$ cat config.mk
export PLATFORM = sky130hd
export DESIGN_NAME = banked_gpio_port_registers
export DESIGN_NICKNAME = d
export VERILOG_FILES = /design/src/verilog/gpio_regs_pkg.sv /design/src/verilog/gpio_pin_drive.sv /design/src/verilog/banked_gpio_port_registers.sv
export SDC_FILE = /design/constraint.sdc
export NUM_CORES = 1
export LEC_CHECK = 0
export BUFFER_PORTS_ARGS = -buffer_cell sky130_fd_sc_hd__buf_2
export CORE_UTILIZATION = 55
export CTS_CLUSTER_DIAMETER = 100
export DETAILED_ROUTE_END_ITERATION = 8
export PLACE_DENSITY = 0.77
export SLEW_MARGIN = 20
export SYNTH_ARGS = -nofsm -noshare
export SYNTH_HDL_FRONTEND = slang
export SYNTH_SLANG_ARGS = --single-unit
$ cat constraint.sdc
create_clock -name clock_i -period 1.5 [get_ports clock_i]
set_input_delay 0.15 -clock clock_i [delete_from_list [all_inputs] [get_ports clock_i]]
set_output_delay 0.15 -clock clock_i [all_outputs]
set_load 0.03 [all_outputs]
$ cat src/verilog/gpio_regs_pkg.sv
package gpio_regs_pkg;

	// ****************************************
	// widths
	// ****************************************
	localparam int PORT_W = 8;
	localparam int OFS_W  = 3;

	// ****************************************
	// bank zero offsets
	// ****************************************
	localparam logic [2:0] OFS_PORT_A_VALUE      = 3'h0;
	localparam logic [2:0] OFS_PORT_A_DIR        = 3'h1;
	localparam logic [2:0] OFS_PORT_A_DRIVE_TYPE = 3'h2;
	localparam logic [2:0] OFS_PORT_A_PULLUP_EN  = 3'h3;
	localparam logic [2:0] OFS_PORT_B_VALUE      = 3'h4;
	localparam logic [2:0] OFS_PORT_B_DIR        = 3'h5;
	localparam logic [2:0] OFS_PORT_B_DRIVE_TYPE = 3'h6;
	localparam logic [2:0] OFS_PORT_B_PULLUP_EN  = 3'h7;

	// ****************************************
	// bank one offsets
	// ****************************************
	localparam logic [2:0] OFS_PORT_A_CONFIG_FREEZE = 3'h0;

	// ****************************************
	// reset values
	// ****************************************
	localparam logic [7:0] RST_VALUE      = 8'hFF;
	localparam logic [7:0] RST_DIR        = 8'h00;
	localparam logic [7:0] RST_DRIVE_TYPE = 8'h00;
	localparam logic [7:0] RST_PULLUP_EN  = 8'hFF;
	localparam logic [7:0] RST_FREEZE     = 8'h00;

	// ****************************************
	// freeze field: bits 7-4 only
	// ****************************************
	localparam logic [7:0] FREEZE_MASK = 8'hF0;

	// ****************************************
	// bank select and port index
	// ****************************************
	typedef enum logic {BANK_ZERO, BANK_ONE} bank_t;
	localparam int PORT_A = 0;
	localparam int PORT_B = 1;

endpackage

$ cat src/verilog/gpio_pin_drive.sv
module gpio_pin_drive
	import gpio_regs_pkg::*;
(
	input  wire logic              clock_i,
	input  wire logic              arst_n_i,
	input  wire logic [PORT_W-1:0] pin_i,
	input  wire logic [PORT_W-1:0] latch_i,
	input  wire logic [PORT_W-1:0] dir_i,
	input  wire logic [PORT_W-1:0] drive_type_i,
	input  wire logic [PORT_W-1:0] pullup_en_i,
	output logic      [PORT_W-1:0] pin_level_o,
	output logic      [PORT_W-1:0] pin_o,
	output logic      [PORT_W-1:0] pin_oe_o,
	output logic      [PORT_W-1:0] pullup_o
);

	logic [PORT_W-1:0] sync1_reg;
	logic [PORT_W-1:0] sync2_reg;
	logic [PORT_W-1:0] out_reg;
	logic [PORT_W-1:0] out_next;
	logic [PORT_W-1:0] oe_reg;
	logic [PORT_W-1:0] oe_next;
	logic [PORT_W-1:0] pull_reg;
	logic [PORT_W-1:0] pull_next;

	// ****************************************
	// drive decode per pin
	// ****************************************
	always_comb
	begin
		for (int i = 0; i < PORT_W; i++)
		begin
			// push-pull drives both levels, open-drain only low
			// level stays low while the pin is an input
			out_next[i] = dir_i[i] & drive_type_i[i]
				& latch_i[i];
			oe_next[i]  = dir_i[i]
				& (drive_type_i[i] | ~latch_i[i]);
		end
		pull_next = pullup_en_i;
	end

	always_ff @(posedge clock_i or negedge arst_n_i)
	begin
		if (!arst_n_i)
		begin
			sync1_reg <= '0;
			sync2_reg <= '0;
			out_reg   <= '0;
			oe_reg    <= '0;
			pull_reg  <= RST_PULLUP_EN;
		end
		else
		begin
			sync1_reg <= pin_i;
			sync2_reg <= sync1_reg;
			out_reg   <= out_next;
			oe_reg    <= oe_next;
			pull_reg  <= pull_next;
		end
	end

	assign pin_level_o = sync2_reg;
	assign pin_o       = out_reg;
	assign pin_oe_o    = oe_reg;
	assign pullup_o    = pull_reg;

endmodule

$ cat src/verilog/banked_gpio_port_registers.sv
module banked_gpio_port_registers
	import gpio_regs_pkg::*;
(
	input  wire logic              clock_i,
	input  wire logic              arst_n_i,
	input  wire logic              bank_sel_i,
	input  wire logic [OFS_W-1:0]  reg_addr_i,
	input  wire logic              reg_wr_i,
	input  wire logic              reg_rd_i,
	input  wire logic [PORT_W-1:0] reg_wdata_i,
	output logic      [PORT_W-1:0] reg_rdata_o,
	input  wire logic [PORT_W-1:0] port_a_pin_i,
	output logic      [PORT_W-1:0] port_a_pin_o,
	output logic      [PORT_W-1:0] port_a_pin_oe_o,
	output logic      [PORT_W-1:0] port_a_pullup_o,
	input  wire logic [PORT_W-1:0] port_b_pin_i,
	output logic      [PORT_W-1:0] port_b_pin_o,
	output logic      [PORT_W-1:0] port_b_pin_oe_o,
	output logic      [PORT_W-1:0] port_b_pullup_o
);

	// ****************************************
	// state
	// ****************************************
	logic [PORT_W-1:0] value_reg      [2];
	logic [PORT_W-1:0] value_next     [2];
	logic [PORT_W-1:0] dir_reg        [2];
	logic [PORT_W-1:0] dir_next       [2];
	logic [PORT_W-1:0] drive_type_reg [2];
	logic [PORT_W-1:0] drive_type_next[2];
	logic [PORT_W-1:0] pullup_en_reg  [2];
	logic [PORT_W-1:0] pullup_en_next [2];
	logic [PORT_W-1:0] freeze_reg;
	logic [PORT_W-1:0] freeze_next;
	logic [PORT_W-1:0] rdata_reg;
	logic [PORT_W-1:0] rdata_next;
	logic [PORT_W-1:0] pin_level      [2];
	logic [PORT_W-1:0] pin_out        [2];
	logic [PORT_W-1:0] pin_oe         [2];
	logic [PORT_W-1:0] pullup_out     [2];
	bank_t             bank;

	assign bank = bank_t'(bank_sel_i);

	// merge new bits into old where the mask allows change
	function automatic logic [PORT_W-1:0] merge(
		input logic [PORT_W-1:0] old_v,
		input logic [PORT_W-1:0] new_v,
		input logic [PORT_W-1:0] keep
	);
		merge = (old_v & keep) | (new_v & ~keep);
	endfunction

	// read-back of a value register
	function automatic logic [PORT_W-1:0] value_view(
		input logic [PORT_W-1:0] latch,
		input logic [PORT_W-1:0] dir,
		input logic [PORT_W-1:0] level
	);
		value_view = (latch & dir) | (level & ~dir);
	endfunction

	// ****************************************
	// register writes
	// ****************************************
	always_comb
	begin
		logic [PORT_W-1:0] cfg_keep;
		logic [PORT_W-1:0] val_keep;
		cfg_keep = freeze_reg & FREEZE_MASK;
		val_keep = cfg_keep & dir_reg[PORT_A];
		for (int p = 0; p < 2; p++)
		begin
			value_next[p]      = value_reg[p];
			dir_next[p]        = dir_reg[p];
			drive_type_next[p] = drive_type_reg[p];
			pullup_en_next[p]  = pullup_en_reg[p];
		end
		freeze_next = freeze_reg;
		if (reg_wr_i && bank == BANK_ONE)
		begin
			if (reg_addr_i == OFS_PORT_A_CONFIG_FREEZE)
				// sticky set, zeros and low bits ignored
				freeze_next = freeze_reg
					| (reg_wdata_i & FREEZE_MASK);
		end
		else if (reg_wr_i)
		begin
			if (reg_addr_i == OFS_PORT_A_VALUE)
				value_next[PORT_A] = merge(value_reg[PORT_A],
					reg_wdata_i, val_keep);
			else if (reg_addr_i == OFS_PORT_A_DIR)
				dir_next[PORT_A] = merge(dir_reg[PORT_A],
					reg_wdata_i, cfg_keep);
			else if (reg_addr_i == OFS_PORT_A_DRIVE_TYPE)
				drive_type_next[PORT_A] = merge(drive_type_reg[PORT_A],
					reg_wdata_i, cfg_keep);
			else if (reg_addr_i == OFS_PORT_A_PULLUP_EN)
				pullup_en_next[PORT_A] = merge(pullup_en_reg[PORT_A],
					reg_wdata_i, cfg_keep);
			else if (reg_addr_i == OFS_PORT_B_VALUE)
				value_next[PORT_B] = reg_wdata_i;
			else if (reg_addr_i == OFS_PORT_B_DIR)
				dir_next[PORT_B] = reg_wdata_i;
			else if (reg_addr_i == OFS_PORT_B_DRIVE_TYPE)
				drive_type_next[PORT_B] = reg_wdata_i;
			else
				pullup_en_next[PORT_B] = reg_wdata_i;
		end
	end

	always_ff @(posedge clock_i or negedge arst_n_i)
	begin
		if (!arst_n_i)
		begin
			for (int p = 0; p < 2; p++)
			begin
				value_reg[p]      <= RST_VALUE;
				dir_reg[p]        <= RST_DIR;
				drive_type_reg[p] <= RST_DRIVE_TYPE;
				pullup_en_reg[p]  <= RST_PULLUP_EN;
			end
			freeze_reg <= RST_FREEZE;
		end
		else
		begin
			for (int p = 0; p < 2; p++)
			begin
				value_reg[p]      <= value_next[p];
				dir_reg[p]        <= dir_next[p];
				drive_type_reg[p] <= drive_type_next[p];
				pullup_en_reg[p]  <= pullup_en_next[p];
			end
			freeze_reg <= freeze_next;
		end
	end

	// ****************************************
	// register reads
	// ****************************************
	always_comb
	begin
		rdata_next = rdata_reg;
		if (reg_rd_i && bank == BANK_ONE)
		begin
			if (reg_addr_i == OFS_PORT_A_CONFIG_FREEZE)
				rdata_next = freeze_reg & FREEZE_MASK;
			else
				rdata_next = '0;
		end
		else if (reg_rd_i)
		begin
			if (reg_addr_i == OFS_PORT_A_VALUE)
				rdata_next = value_view(value_reg[PORT_A],
					dir_reg[PORT_A], pin_level[PORT_A]);
			else if (reg_addr_i == OFS_PORT_A_DIR)
				rdata_next = dir_reg[PORT_A];
			else if (reg_addr_i == OFS_PORT_A_DRIVE_TYPE)
				rdata_next = drive_type_reg[PORT_A];
			else if (reg_addr_i == OFS_PORT_A_PULLUP_EN)
				rdata_next = pullup_en_reg[PORT_A];
			else if (reg_addr_i == OFS_PORT_B_VALUE)
				rdata_next = value_view(value_reg[PORT_B],
					dir_reg[PORT_B], pin_level[PORT_B]);
			else if (reg_addr_i == OFS_PORT_B_DIR)
				rdata_next = dir_reg[PORT_B];
			else if (reg_addr_i == OFS_PORT_B_DRIVE_TYPE)
				rdata_next = drive_type_reg[PORT_B];
			else
				rdata_next = pullup_en_reg[PORT_B];
		end
	end

	always_ff @(posedge clock_i or negedge arst_n_i)
	begin
		if (!arst_n_i)
			rdata_reg <= '0;
		else
			rdata_reg <= rdata_next;
	end

	assign reg_rdata_o = rdata_reg;

	// ****************************************
	// pin drivers
	// ****************************************
	logic [PORT_W-1:0] pin_in [2];
	assign pin_in[PORT_A] = port_a_pin_i;
	assign pin_in[PORT_B] = port_b_pin_i;

	generate
		for (genvar g = 0; g < 2; g++)
		begin : g_port
			gpio_pin_drive u_drive (
				.clock_i      (clock_i),
				.arst_n_i     (arst_n_i),
				.pin_i        (pin_in[g]),
				.latch_i      (value_reg[g]),
				.dir_i        (dir_reg[g]),
				.drive_type_i (drive_type_reg[g]),
				.pullup_en_i  (pullup_en_reg[g]),
				.pin_level_o  (pin_level[g]),
				.pin_o        (pin_out[g]),
				.pin_oe_o     (pin_oe[g]),
				.pullup_o     (pullup_out[g])
			);
		end
	endgenerate

	assign port_a_pin_o    = pin_out[PORT_A];
	assign port_a_pin_oe_o = pin_oe[PORT_A];
	assign port_a_pullup_o = pullup_out[PORT_A];
	assign port_b_pin_o    = pin_out[PORT_B];
	assign port_b_pin_oe_o = pin_oe[PORT_B];
	assign port_b_pullup_o = pullup_out[PORT_B];

endmodule

Yosys cells after proc, flatten, opt, wreduce, memory -nomap -nowiden --
Index checks and enable logic that the tools add are counted.
Word-level totals: register bits after elaboration 160, output and inout port bits 56, logic and storage cells 158
Operators by class: bitwise logic cells 109, equality and inequality tests 6, reductions and logical operators 13, muxes and demuxes 10
Operators by type and width (number):
- 8-bit bitwise AND | 10
- 8-bit 2-to-1 mux | 10
- 8-bit OR | 7
- 1-bit bitwise AND | 48
- 8-bit inverter | 4
- 1-bit inverter | 24
- 9-bit AND reduction | 2
- 1-bit OR | 16
- 3-bit equality test (second input constant) | 3
- 8-bit AND reduction | 1
- 7-bit AND reduction | 1
- 3-bit by 2-bit equality test with 1-bit output (second input constant) | 2
- 6-bit AND reduction | 1
- 5-bit AND reduction | 1
- 4-bit AND reduction | 1
- 3-bit by 1-bit equality test with 1-bit output (second input constant) | 1
- 3-bit logical NOT | 1
- 3-bit AND reduction | 1
- 1-bit logical AND | 2
- 2-bit AND reduction | 1
- 2-bit nonzero test | 1

Depth between registers and ports, before layout --
depth in word-level cells 10, gate-level depth with buffers 7, gate-level depth less buffers 5

Cells and area by module --
From an unflattened synthesis, not the netlist that was laid out.
Unflattened totals: cell total of the unflattened synthesis 473, area, all modules 6304.8 sq um
By module, submodules not included:
- banked_gpio_port_registers | seq. area each 1941.9 sq um, times used 1, area an instance 4002.6 sq um, cells each 345
- gpio_pin_drive | seq. area each 1011.0 sq um, times used 2, area an instance 1151.1 sq um, cells each 64

Least setup slack after synthesis --
No wires, ideal clock.
path type in2reg, start input reg_addr_i[1], end register with a tool-made name, cell stages on the path 7, setup time 125 ps, path buffers 3, arrival time 1285 ps, path slack 91 ps, path through buf_2 -> nand2b_1 -> buf_4 -> nand2b_1 -> buf_2 -> nor2_1 -> mux2_2
RTL lines:
- from (decl) | line banked_gpio_port_registers.sv:7 | input wire logic [OFS_W-1:0] reg_addr_i,

Worst setup path after layout --
start register g_port[0].u_drive.pull_reg[7], end output port_a_pullup_o[7]
RTL lines:
- from (decl) | line gpio_pin_drive.sv:23 | logic [PORT_W-1:0] pull_reg;
- from (signal assigned) | line gpio_pin_drive.sv:59 | pull_reg <= pull_next;
- to (decl) | line banked_gpio_port_registers.sv:15 | output logic [PORT_W-1:0] port_a_pullup_o,
No word-level cell between the ends.

==> summary.txt <==
Outcome
  • Status: completed

STA
  • Final hold violations: 0
  • RSZ-0062 raised after global routing: false
  • Max Freq: 710 MHz
  • Headroom to the max-slew limit: 71.3%
  • PnR worst setup slack: 0.0913 ns
  • Slew of the pin with the lowest slew margin: 0.425 ns
  • Crit path time final: 1.41 ns
  • Max-slew violation count: 0
  • Count of final setup violators: 0
  • Period utilization: 93.9%
  • Clock skew: 0.00845 ns

Die
  • Io pins: 88
  • Num rows: 38
  • Die Y: 108 µm
  • Starting density of the core: 56.5%
  • Die area: 0.0116 mm²
  • CORE AREA: 0.0108 mm²
  • Die Width: 108 µm

Logic synthesis
  • Async set or reset register ratio after synthesis: 100%
  • Synthesized instance count: 469
  • YS warnings: 0
  • Post-Syn Area: 0.00613 mm²
  • Mapped Nets: 501
  • Synthesized area per cell: 13.1 µm²
  • Top cell type's share of synthesized area: 44.1%
  • Most frequent cell after synthesis: dfrtp_1
  • Post-synth EDFFs: 0
  • Top cells by area, synth: dfrtp_1 (44%), dfstp_2 (21%), mux2_2 (8.8%), mux2i_1 (2.6%), o21ai_0 (2.0%)
  • Seq/Total Area, Yosys: 64.7%
  • Yosys top cell by area: dfrtp_1
  • Top cells by count, synth: dfrtp_1 (108), dfstp_2 (48), mux2_2 (48)
  • Synth cell types: 43
  • Top_reg_cell synth: dfrtp_1
  • #FFs+latches synth: 156

Worst setup path
  • Largest delay share family, worst path: flip-flops
  • Startpoint Class: flip-flop
  • Crit end category: primary output
  • Worst-path cell chain: buf_2
  • Crit path largest cell delay: 0.53 ns
  • Max FO, Critical Path: 1
  • CP bufs+invs: 1
  • Critical path class: reg -> out
  • Max stage delay cell, worst path: dfstp_2
  • Worst EP required: 1.35 ns
  • WP data arrival: 1.26 ns

Finish
  • NumNets Final: 644
  • Share of cells above drive strength 1: 41.6%
  • N_diodes: 0
  • Non-filler cells, final: 765
  • P&R area growth vs syn: 27.4%

Drt
  • Routed length per instance: 18.5 µm
  • Final ANT Viol Nets: 0
  • Vias per inst: 5.62
  • DRC Markers: 0
  • Vias: 4296
  • DR iter-0 viols: 271
  • Total Wirelength: 14.2 mm
  • TritonRoute pass-1 iters: 6

Clock network
  • Post-CTS sizing: 0
  • CTS Buf Count: 17
  • Worst-case clock buffer depth: 2
  • Clk slew on worst S/H paths: 0.06 ns
  • Htree depth: 4
  • CTS tree: done
  • Setup bufs post-CTS: 0
  • Clock Tree Root: clkbuf_8
  • Worst skew pair latency: 0.54 ns
  • Clk sink count: 156

Power
  • VDD IR max: 0.000982 V
  • LEAKAGE: 0.00369 µW
  • PwrDens: 1610 mW/mm²

GRT
  • Largest net degree at the start of global routing: 48
  • GRT overflow: 0
  • Initial antenna violation count: 0
  • Number of global-route vias before repair: 4369
  • First-pass GRT wire length: 22.9 mm
  • GRT Overall Usage: 27.2%

Placement
  • IO buf count: 87
  • Placed Cells: 708
  • DP Worst Slack: -0.0146 ns
  • Global placer's final weighted congestion: 0.877
  • Detailed Place HPWL: 9.63 mm

Hold path
  • Hold crit path type: in -> reg

Flow run
  • Max_cap viols: 0
report_power, final:
| part | total [µW] | switching, µW | internal, µW |
|---|---|---|---|
| clock | 4380 | 1580 | 2800 |
| combinational | 2310 | 1360 | 956 |
| sequential | 5880 | 649 | 5230 |
| total | 12600 | 3590 | 8980 |
stage by stage:
stage	total power, µW	util, %	setup TNS (ns)	hold WS, ns	cell area, µm²
2_1_floorplan	7270	-	0	-0.146	6130
3_3_place_gp	8040	64.0	-0.0143	0.0627	6940
3_5_place_dp	8180	64.0	-0.0384	0.0705	6940
4_1_cts	12700	72.0	0	0.00907	7810
5_1_grt	13100	72.0	0	0.0306	7810
6_report	12600	72.0	0	0.0477	7810
repair_timing:
action | CTS | global route
setup endpoints to repair | 0 | 1
hold buffers | 25 | 0
hold endpoints to repair | 197 | 0
worst min-delay path, delay by kind of cell:
kind | cells | cell delay [ns]
compound gates | 1 | 0.10
buf+inv | 2 | 0.29
placed cells by master (no fill, tap or decap), types with 23 or more instances in the layout:
cell type	count
o21ai_0	25
nor2_1	32
dfstp_2	48
dfrtp_1	108
inv_1	25
buf_4	27
dlygate4sd3_1	25
buf_2	86
mux2_2	48
a21oi_1	23
per-layer routing:
layer | share of wire, % | global-route usage (%)
met1 | 43 | 35.7
met2 | 49 | 42.6
met3 | 5.7 | 6.17
met4 | 2.2 | 13.9
met5 | 0 | 0
cell type report:
class | count | area (µm²)
Multi-Input combinational cell | 268 | 1960
Fill cell | 710 | 3030
Tap cell | 140 | 175
Clock inverter | 6 | 108
Clock buffer | 26 | 508
Timing Repair Buffer | 144 | 995
Inverter | 25 | 93.8
Sequential cell | 156 | 3960
cells by family after synthesis:
family,synth area share [%]
AOI/OAI and AO/OA,11.0
buffers and inverters,3.29
DFF,64.7
muxes,13.4
and+or+nand+nor,7.60
path summary, 6_finish.rpt:
check | cells after the start | slack [ns] | endpoint | from
hold reg to reg | 0 | 0.35 | g_port[1].u_drive.pin_level_o[7] | g_port[1].u_drive.sync1_reg[7]
max in group asynchronous | 3 | 0.79 | g_port[0].u_drive.pullup_o[2] | arst_n_i
min in group asynchronous | 2 | 0.07 | g_port[0].u_drive.sync1_reg[5] | arst_n_i
setup / recovery | 1 | 0.09 | port_a_pullup_o[7] | g_port[0].u_drive.pullup_o[7]
hold / removal | 3 | 0.05 | reg_rdata_o[7] | reg_rd_i
setup reg to reg | 4 | 0.12 | reg_rdata_o[6] | flip-flop
Power figures use the tool's default switching activity.
